--- src/pkg/acc_consts.svh ---
`ifndef ACC_CONSTS_SVH
`define ACC_CONSTS_SVH
// register indices on the plain port
`define ACC_A_SC1 3'h0
`define ACC_A_SC2 3'h1
`define ACC_A_CFG 3'h2
`define ACC_A_RH 3'h3
`define ACC_A_RL 3'h4
`define ACC_A_CVH 3'h5
`define ACC_A_CVL 3'h6
`define ACC_A_MODE 3'h7
// field positions
`define ACC_B_FLAG 7
`define ACC_B_IEN 6
`define ACC_B_CONT 5
`define ACC_B_ACT 7
`define ACC_B_HWT 6
`define ACC_B_CFE 5
`define ACC_B_CGT 4
`define ACC_B_LP 7
`define ACC_B_LS 4
// field values
`define ACC_CH_OFF 5'h1f
`define ACC_RES_8 2'h0
`define ACC_RES_12 2'h1
`define ACC_RES_10 2'h2
`define ACC_CLK_ASYNC 2'h3
`define ACC_RST_8 8'h00
`define ACC_RST_12 12'h000
// conversion length in converter clock ticks
`define ACC_SAMPLE_SHORT 6'h04
`define ACC_SAMPLE_LONG 6'h18
`define ACC_BITS_8 6'h08
`define ACC_BITS_10 6'h0a
`define ACC_BITS_12 6'h0c
// power mode codes on power_mode_i
`define ACC_PM_RUN 2'h0
`define ACC_PM_WAIT 2'h1
`define ACC_PM_STOP3 2'h2
`define ACC_PM_STOP2 2'h3
`endif

--- src/pkg/acc_pkg.sv ---
`default_nettype none
package acc_pkg;
	typedef enum logic [1:0] {
		ACC_IDLE = 2'b00,
		ACC_SAMPLE = 2'b01,
		ACC_CONVERT = 2'b11,
		ACC_FINISH = 2'b10
	} acc_state_t;
	typedef struct packed {
		logic low_power_select;
		logic [1:0] clock_divider;
		logic long_sample_select;
		logic [1:0] resolution;
		logic [1:0] input_clock_select;
	} acc_cfg_t;
	typedef struct packed {
		logic hw_trigger_select;
		logic compare_enable;
		logic compare_greater_select;
	} acc_sc2_t;
	typedef struct packed {
		logic complete_irq_enable;
		logic continuous_enable;
		logic [4:0] channel_select;
	} acc_sc1_t;
endpackage
`default_nettype wire

--- src/rtl/acc_compare.sv ---
`default_nettype none
`include "acc_consts.svh"
// difference of result and compare value, resolution-aligned
module acc_compare import acc_pkg::*; (
	input wire logic [11:0] sample_i,
	input wire logic [11:0] limit_i,
	input wire logic [1:0] res_i,
	input wire logic enable_i,
	input wire logic greater_i,
	output logic hit_o,
	output logic [11:0] value_o
);
	logic [12:0] diff;
	logic [11:0] mask;

	always_comb begin
		case (res_i)
			`ACC_RES_12: mask = 12'hfff;
			`ACC_RES_10: mask = 12'h3ff;
			default: mask = 12'h0ff;
		endcase
		// RQ1 RQ5 signed difference one bit wider
		diff = {1'b0, sample_i & mask} - {1'b0, limit_i & mask};
		// RQ2 upper limit: result >= compare
		// RQ3 lower limit: result < compare
		hit_o = !enable_i || (greater_i ? !diff[12] : diff[12]);
		// RQ6 RQ24 sign dropped, implied by limit mode
		value_o = enable_i ? (diff[11:0] & mask) : (sample_i & mask);
	end
endmodule
`default_nettype wire

--- src/rtl/acc_ctrl.sv ---
// Summary of operation
// RQ1: compare subtracts compare value from result
// RQ2: upper limit completes when result at least compare
// RQ3: lower limit completes when result below compare
// RQ4: completion with enable raises interrupt request
// RQ5: store difference magnitude, drop sign bit; code stores the low bits of the two's-complement difference
// RQ6: sign implied by limit mode, none stored
// RQ7: compare miss leaves flag and results alone
// RQ8: wait mode never aborts running conversion
// RQ9: wait mode accepts hardware and continuous starts
// RQ10: all clock sources usable in wait
// RQ11: wait or stop3 completion sets flag, wakes
// RQ12: stop3 without async clock aborts, keeps results
// RQ13: after that stop3, idle until new trigger
// RQ14: async clock keeps converting through stop3
// RQ15: software clears blocking before stop3 conversions
// RQ16: stop2 entry resets every register
// RQ17: software programs config, then control two, one
// RQ18: config resolution and clock source fields
// RQ19: config low power, divider, long sample
// RQ20: control two active, trigger, compare fields
// RQ21: control one flag, enable, continuous, channel
// RQ22: software reads result high before low
// RQ23: half-read result blocks transfer, flag clear
// RQ24: difference width follows selected resolution
//
// The implementer's own choices: the placing of the registers and the address-and-strobe port.
`default_nettype none
`include "acc_consts.svh"
module acc_ctrl import acc_pkg::*; (
	input wire logic clk_sys_i,
	input wire logic reset_i,
	input wire logic [2:0] addr_i,
	input wire logic [7:0] wdata_i,
	input wire logic wr_i,
	input wire logic rd_i,
	output logic [7:0] rdata_o,
	input wire logic [1:0] power_mode_i,
	input wire logic hw_trigger_input_i,
	input wire logic alternate_clock_tick_i,
	input wire logic async_conv_clock_tick_i,
	input wire logic [11:0] sample_data_i,
	output logic [4:0] channel_o,
	output logic sampling_o,
	output logic low_power_o,
	output logic irq_o
);
	acc_cfg_t cfg_q;
	acc_sc2_t sc2_q;
	acc_sc1_t sc1_q;
	acc_state_t state_q;
	logic flag_q;
	logic [11:0] result_q;
	logic [11:0] limit_q;
	logic [7:0] rdata_q;
	logic [5:0] cnt_q;
	logic hwt_s1_q, hwt_s2_q, hwt_s3_q;
	logic half_read_q;
	logic [1:0] pm_q;
	logic tick, hit, hw_edge, async_sel, stop2_entry, stop3_abort;
	logic sc1_wr, cfg_wr, start, finish, blocked, transfer, restart;
	logic [5:0] bits_len;
	logic [11:0] cmp_value;

	////////////////////////////////////////////////////////////////////////////
	// RQ10 every clock source stays usable
	acc_tick_gen u_tick (
		.clk_sys_i(clk_sys_i),
		.reset_i(reset_i),
		.src_i(cfg_q.input_clock_select),
		.div_i(cfg_q.clock_divider),
		.alt_tick_i(alternate_clock_tick_i),
		.async_tick_i(async_conv_clock_tick_i),
		.tick_o(tick)
	);

	acc_compare u_cmp (
		.sample_i(sample_data_i),
		.limit_i(limit_q),
		.res_i(cfg_q.resolution),
		.enable_i(sc2_q.compare_enable),
		.greater_i(sc2_q.compare_greater_select),
		.hit_o(hit),
		.value_o(cmp_value)
	);

	////////////////////////////////////////////////////////////////////////////
	// trigger pin crosses in through two flops, edge taken after them
	always_ff @(posedge clk_sys_i) begin
		if (reset_i) begin
			hwt_s1_q <= 1'b0;
			hwt_s2_q <= 1'b0;
			hwt_s3_q <= 1'b0;
			pm_q <= `ACC_PM_RUN;
		end else begin
			hwt_s1_q <= hw_trigger_input_i;
			hwt_s2_q <= hwt_s1_q;
			hwt_s3_q <= hwt_s2_q;
			pm_q <= power_mode_i;
		end
	end

	assign async_sel = (cfg_q.input_clock_select == `ACC_CLK_ASYNC);
	// RQ16 stop2 entry reset
	assign stop2_entry = (power_mode_i == `ACC_PM_STOP2) && (pm_q != `ACC_PM_STOP2);
	// RQ12 stop3 abort path
	assign stop3_abort = (power_mode_i == `ACC_PM_STOP3) && (pm_q != `ACC_PM_STOP3) && !async_sel;
	// RQ9 hardware start; edges ignored while busy
	assign hw_edge = hwt_s2_q && !hwt_s3_q && sc2_q.hw_trigger_select && (state_q == ACC_IDLE);
	assign sc1_wr = wr_i && (addr_i == `ACC_A_SC1);
	assign cfg_wr = wr_i && (addr_i inside {`ACC_A_SC2, `ACC_A_CFG, `ACC_A_CVH, `ACC_A_CVL});
	assign start = (sc1_wr && !sc2_q.hw_trigger_select
		&& (wdata_i[4:0] != `ACC_CH_OFF)) || hw_edge;
	assign finish = (state_q == ACC_FINISH);
	// RQ23 half-read blocking in 10 and 12 bit modes
	assign blocked = half_read_q && (cfg_q.resolution != `ACC_RES_8);
	// RQ7 compare miss
	assign transfer = finish && hit && !blocked;
	// blocked hit restarts; single miss stops; continuous repeats
	assign restart = finish && (sc1_q.continuous_enable || (blocked && hit));

	always_comb begin
		case (cfg_q.resolution)
			`ACC_RES_12: bits_len = `ACC_BITS_12;
			`ACC_RES_10: bits_len = `ACC_BITS_10;
			default: bits_len = `ACC_BITS_8;
		endcase
	end

	////////////////////////////////////////////////////////////////////////////
	// RQ8 RQ14 sequencer; wait and async stop3 keep it running
	always_ff @(posedge clk_sys_i) begin
		if (reset_i || stop2_entry || stop3_abort || cfg_wr) begin
			state_q <= ACC_IDLE;
			cnt_q <= 6'h00;
		end else if (start) begin
			// RQ13 after stop3 abort only a fresh trigger restarts
			state_q <= ACC_SAMPLE;
			cnt_q <= cfg_q.long_sample_select ? `ACC_SAMPLE_LONG : `ACC_SAMPLE_SHORT;
		end else if (sc1_wr) begin
			state_q <= ACC_IDLE;
		end else begin
			case (state_q)
				ACC_IDLE: state_q <= ACC_IDLE;
				ACC_SAMPLE: if (tick) begin
					if (cnt_q == 6'h01) begin
						state_q <= ACC_CONVERT;
						cnt_q <= bits_len;
					end else begin
						cnt_q <= cnt_q - 6'h01;
					end
				end
				ACC_CONVERT: if (tick) begin
					if (cnt_q == 6'h01) begin
						state_q <= ACC_FINISH;
					end else begin
						cnt_q <= cnt_q - 6'h01;
					end
				end
				ACC_FINISH: begin
					state_q <= restart ? ACC_SAMPLE : ACC_IDLE;
					cnt_q <= cfg_q.long_sample_select ? `ACC_SAMPLE_LONG : `ACC_SAMPLE_SHORT;
				end
				default: state_q <= ACC_IDLE;
			endcase
		end
	end

	////////////////////////////////////////////////////////////////////////////
	// RQ18 RQ19 RQ20 RQ21 config and control fields
	always_ff @(posedge clk_sys_i) begin
		if (reset_i || stop2_entry) begin
			cfg_q <= acc_cfg_t'(`ACC_RST_8);
			sc2_q <= '0;
			sc1_q <= acc_sc1_t'(`ACC_CH_OFF);
			limit_q <= `ACC_RST_12;
		end else if (wr_i) begin
			case (addr_i)
				`ACC_A_CFG: cfg_q <= acc_cfg_t'(wdata_i);
				`ACC_A_SC2: sc2_q <= acc_sc2_t'(wdata_i[`ACC_B_HWT:`ACC_B_CGT]);
				`ACC_A_SC1: sc1_q <= acc_sc1_t'(wdata_i[`ACC_B_IEN:0]);
				`ACC_A_CVH: limit_q[11:8] <= wdata_i[3:0];
				`ACC_A_CVL: limit_q[7:0] <= wdata_i;
				default: limit_q <= limit_q;
			endcase
		end
	end

	// RQ24 result transfer, width follows resolution
	always_ff @(posedge clk_sys_i) begin
		if (reset_i || stop2_entry) begin
			result_q <= `ACC_RST_12;
		end else if (transfer) begin
			result_q <= cmp_value;
		end
	end

	// flag: set wins over the clearing write
	always_ff @(posedge clk_sys_i) begin
		if (reset_i || stop2_entry) begin
			flag_q <= 1'b0;
		end else if (transfer) begin
			flag_q <= 1'b1;
		end else if (sc1_wr || (rd_i && addr_i == `ACC_A_RL)) begin
			flag_q <= 1'b0;
		end
	end

	// high byte read arms blocking, low byte read releases
	always_ff @(posedge clk_sys_i) begin
		if (reset_i || stop2_entry) begin
			half_read_q <= 1'b0;
		end else if (rd_i && addr_i == `ACC_A_RH) begin
			half_read_q <= 1'b1;
		end else if (rd_i && addr_i == `ACC_A_RL) begin
			half_read_q <= 1'b0;
		end
	end

	////////////////////////////////////////////////////////////////////////////
	always_ff @(posedge clk_sys_i) begin
		if (reset_i) begin
			rdata_q <= `ACC_RST_8;
		end else if (rd_i) begin
			case (addr_i)
				`ACC_A_SC1: rdata_q <= {flag_q, sc1_q};
				`ACC_A_SC2: rdata_q <= {state_q != ACC_IDLE, sc2_q, 4'h0};
				`ACC_A_CFG: rdata_q <= cfg_q;
				`ACC_A_RH: rdata_q <= {4'h0, result_q[11:8]};
				`ACC_A_RL: rdata_q <= result_q[7:0];
				`ACC_A_CVH: rdata_q <= {4'h0, limit_q[11:8]};
				`ACC_A_CVL: rdata_q <= limit_q[7:0];
				default: rdata_q <= {6'h00, pm_q};
			endcase
		end else begin
			rdata_q <= `ACC_RST_8;
		end
	end

	assign rdata_o = rdata_q;
	assign channel_o = sc1_q.channel_select;
	assign sampling_o = (state_q == ACC_SAMPLE);
	assign low_power_o = cfg_q.low_power_select;
	// RQ4 RQ11 level interrupt, also the wake request
	assign irq_o = flag_q && sc1_q.complete_irq_enable;
endmodule
`default_nettype wire

--- src/rtl/acc_tick_gen.sv ---
`default_nettype none
`include "acc_consts.svh"
// converter clock tick: source select then divide by 1,2,4,8
module acc_tick_gen import acc_pkg::*; (
	input wire logic clk_sys_i,
	input wire logic reset_i,
	input wire logic [1:0] src_i,
	input wire logic [1:0] div_i,
	input wire logic alt_tick_i,
	input wire logic async_tick_i,
	output logic tick_o
);
	logic half_q;
	logic src_tick;
	logic [2:0] cnt_q;
	logic [2:0] lim;

	always_ff @(posedge clk_sys_i) begin
		if (reset_i) begin
			half_q <= 1'b0;
		end else begin
			half_q <= ~half_q;
		end
	end

	always_comb begin
		case (src_i)
			2'h0: src_tick = 1'b1;
			2'h1: src_tick = half_q;
			2'h2: src_tick = alt_tick_i;
			default: src_tick = async_tick_i;
		endcase
		lim = 3'((4'h1 << div_i) - 4'h1);
	end

	always_ff @(posedge clk_sys_i) begin
		if (reset_i) begin
			cnt_q <= 3'h0;
		end else if (src_tick) begin
			cnt_q <= (cnt_q >= lim) ? 3'h0 : cnt_q + 3'h1;
		end
	end

	assign tick_o = src_tick && (cnt_q >= lim);
endmodule
`default_nettype wire

--- config.mk ---
export PLATFORM = sky130hd
export DESIGN_NAME = acc_ctrl
export DESIGN_NICKNAME = d
export VERILOG_FILES = /design/src/pkg/acc_pkg.sv /design/src/rtl/acc_compare.sv /design/src/rtl/acc_ctrl.sv /design/src/rtl/acc_tick_gen.sv
export VERILOG_INCLUDE_DIRS = /design/src /design/src/pkg
export SDC_FILE = /design/constraint.sdc
export NUM_CORES = 1
export LEC_CHECK = 0
export BUFFER_PORTS_ARGS = -buffer_cell sky130_fd_sc_hd__buf_2
export CAP_MARGIN = 20
export CELL_PAD_IN_SITES_DETAIL_PLACEMENT = 1
export CELL_PAD_IN_SITES_GLOBAL_PLACEMENT = 1
export CORE_AREA = 2 2 91 115
export CTS_CLUSTER_DIAMETER = 60
export DETAILED_ROUTE_END_ITERATION = 10
export DIE_AREA = 0 0 93 117
export MAX_ROUTING_LAYER = met4
export PLACE_DENSITY_LB_ADDON = 0.08
export RECOVER_POWER = 100
export SETUP_SLACK_MARGIN = 0.5
export SKIP_CTS_REPAIR_TIMING = 1
export SLEW_MARGIN = 0
export SYNTH_ARGS = -nofsm -noshare
export SYNTH_HDL_FRONTEND = slang
export SYNTH_SLANG_ARGS = --single-unit
--- constraint.sdc ---
create_clock -name clk_sys_i -period 6.73 [get_ports clk_sys_i]
set_input_delay 1.346 -clock clk_sys_i [delete_from_list [all_inputs] [get_ports clk_sys_i]]
set_output_delay 1.346 -clock clk_sys_i [all_outputs]
set_load 0.02 [all_outputs]
==> metrics.txt <==
CTS Buffer Depth 2; CP Class input port to flip-flop; first-pass GRT wire length 20.7 mm; antenna-violating nets left 0; Clock transition at path regs 60 ps; setup violation total in the final timing report 0; Worst-Margin Slew 1340 ps; unrepaired setup endpoints after global routing false; Tmin final 4170 ps; RD Place Congestion 0.860; chip width 93 um; switching share of power 25.7%; outcome finished, final reports clean; Final Cycle Share 61.9%; clock latency on the worst-skew pair 340 ps; syn_nets 591; I/O pin total 48; Top FF cell, synth dfxtp_1; DIE HEIGHT 117 um; TritonRoute pass-1 iters 4; Yosys cell types 67; largest net degree at the start of global routing 36; Worst path max stage delay 920 ps; Max Clock Freq 240 MHz; max_cap viols 0; CP Launch Type input port; Slew HR 10.5%; CTS HTree Levels 3; sequential power share 41.1%; fill count 1245; DR vias 4041; power per cell area 216 nW/um2; initial core utilization 42.7%; LEAKAGE 1.79 nW; P_sw 0.264 mW; vias in the first global route 3886; Async SR Flop Fraction 0%; register area share after synthesis 32.8%; Clock Skew 8.71 ps; Peak VDD IR 127 uV; DRC errors left 0; synthesized instance count 537; clock power share 48.1%; ratio of cells with drive above 1 in the final layout 9.42%; crit-path max FO 30; Synth area leader dfxtp_1; Final HPWL DP 10.1 mm; endpoints failing hold 0; syn avg cell area 7.83 um2; Post-synth EDFFs 0; Num CTS Buffers 9; initial antenna violation count 0; Synth top area share 32.8%; commonest non-fill, non-tap cell in the layout nand2_1; Internal 0.762 mW; die footprint 10900 um2; Yosys Warn Count 0; Area Growth Syn to Fin 13.0%; CP arrival 4400 ps; routed wire length 13.1 mm; Setup TNS 0 ps; DRT iter0 DRCs 219; wire length per cell 18.7 um; gr usage total 25.6%; PortBufs 47; CP Cell Sequence clkbuf_1 -> nor3b_1 -> or3_2 -> o31ai_1 -> o22ai_1 -> a31o_1; final core utilization 48.3%; CORE AREA 9850 um2; Synth Register Bits 69; Diodes inserted 0; crit end category flip-flop; via density per instance 5.76; Worst path slowest cell clkbuf_1; Final nets 622; required time worst endpoint 6960 ps; CTS tree built; Comb power frac 10.8%; HP Class flip-flop to flip-flop; Area contributors post-synth dfxtp_1, nand2_1, ha_1; Site Rows 41; max-slew violations 0; clk sink count 69; commonest cells after routing, fill and taps aside nand2_1, dfxtp_1, a21oi_1; Mapped Area 4210 um2; Root Buffer clkbuf_16; Congestion Overflow GR 0
==> registers in the layout, indices dropped and copies added (netlist names) <==
| signal | count |
|---|---|
| result_q | 12 |
| cnt_q | 6 |
| sc2_q | 3 |
| half_read_q | 1 |
| u_tick.half_q | 1 |
| sc1_q | 2 |
| low_power_o | 1 |
| hwt_s3_q | 1 |
| rdata_o | 8 |
| pm_q | 2 |
| cfg_q | 7 |
| flag_q | 1 |
| hwt_s2_q | 1 |
| limit_q | 12 |
| channel_o | 5 |
| hwt_s1_q | 1 |
| u_tick.cnt_q | 3 |
| state_q | 2 |
==> logic make-up (layout without fill, tap and decap cells) <==
| logic type | count (synthesis) | count (layout) | share of synthesized area [%] |
|---|---|---|---|
| AOI/OAI and AO/OA | 137 | 137 | 21.2 |
| muxes | 28 | 28 | 6.72 |
| DFF | 69 | 69 | 32.8 |
| buffers and inverters | 51 | 87 | 5.09 |
| xor gates and xnor gates | 6 | 6 | 1.25 |
| and+or+nand+nor | 224 | 224 | 26.2 |
| adders and majority gates | 22 | 22 | 6.72 |
==> stage by stage <==
step	power (mW)	std cells	setup slack [ps]	cell area, um2	hold slack, ps
detailed placement	0.542	686	2710	4490	415
CTS	1.03	702	3040	4800	423
global route	1.06	702	2350	4750	427
finish	1.03	702	2560	4750	413
floorplan	0.503	537	3260	4210	393
global placement	0.539	686	2810	4490	405
==> power groups by stage <==
stage	sequential (mW)	clock, mW	combinational (mW)
global placement	0.430	0	0.109
detailed placement	0.430	0	0.111
global route	0.422	0.518	0.122
floorplan	0.429	0	0.0732
finish	0.421	0.494	0.110
CTS	0.421	0.500	0.112
==> Yosys cell counts, types with 6 or more instances <==
cell	number
nor3_1	18
nand2_1	82
nand3_1	19
nand2b_1	8
nor2b_1	20
and2_1	6
mux2i_1	26
a31oi_1	8
a21o_1	6
dfxtp_1	69
o22ai_1	6
nor2_1	37
ha_1	21
a211oi_1	8
o21ai_0	24
a21oi_1	44
or3_1	6
clkbuf_1	20
inv_1	22
nand3b_1	6
==> worst max-delay path, delay by kind of cell <==
| kind | cells | cell delay (ps) |
|---|---|---|
| and+or+nand+nor | 2 | 1010 |
| buffers and inverters | 1 | 920 |
| AOI/OAI and AO/OA | 3 | 1120 |
==> area by class of cell <==
type / count / area [um2] / area share (%)
clock buffer: 11 / 253 / 5.32
multi-input combinational: 417 / 2590 / 54.5
tap: 129 / 161 / 3.39
inverter: 22 / 82.6 / 1.74
clock inverter: 5 / 58.8 / 1.24
timing repair buffer: 49 / 228 / 4.79
sequential: 69 / 1380 / 29.1
==> metal layers <==
| metal | GRT usage [%] | vias up | part of all wire (%) |
|---|---|---|---|
| li1 | - | 1981 | - |
| met2 | 44.2 | 71 | 50 |
| met1 | 30.4 | 1965 | 44 |
| met5 | - | - | 0 |
| met4 | 10.3 | 0 | 3.0 |
| met3 | 3.33 | 24 | 3.4 |
==> worst paths after layout <==
kind	from	to	slack, ps	cells past startpoint
setup reg to reg	cfg_q[2]	result_q[11]	3290	10
setup / recovery	addr_i[2]	cnt_q[5]	2560	6
hold / removal	u_tick.half_q	u_tick.half_q	410	1
hold reg to reg	u_tick.half_q	u_tick.half_q	410	1
(Power assumes the default switching activity.)
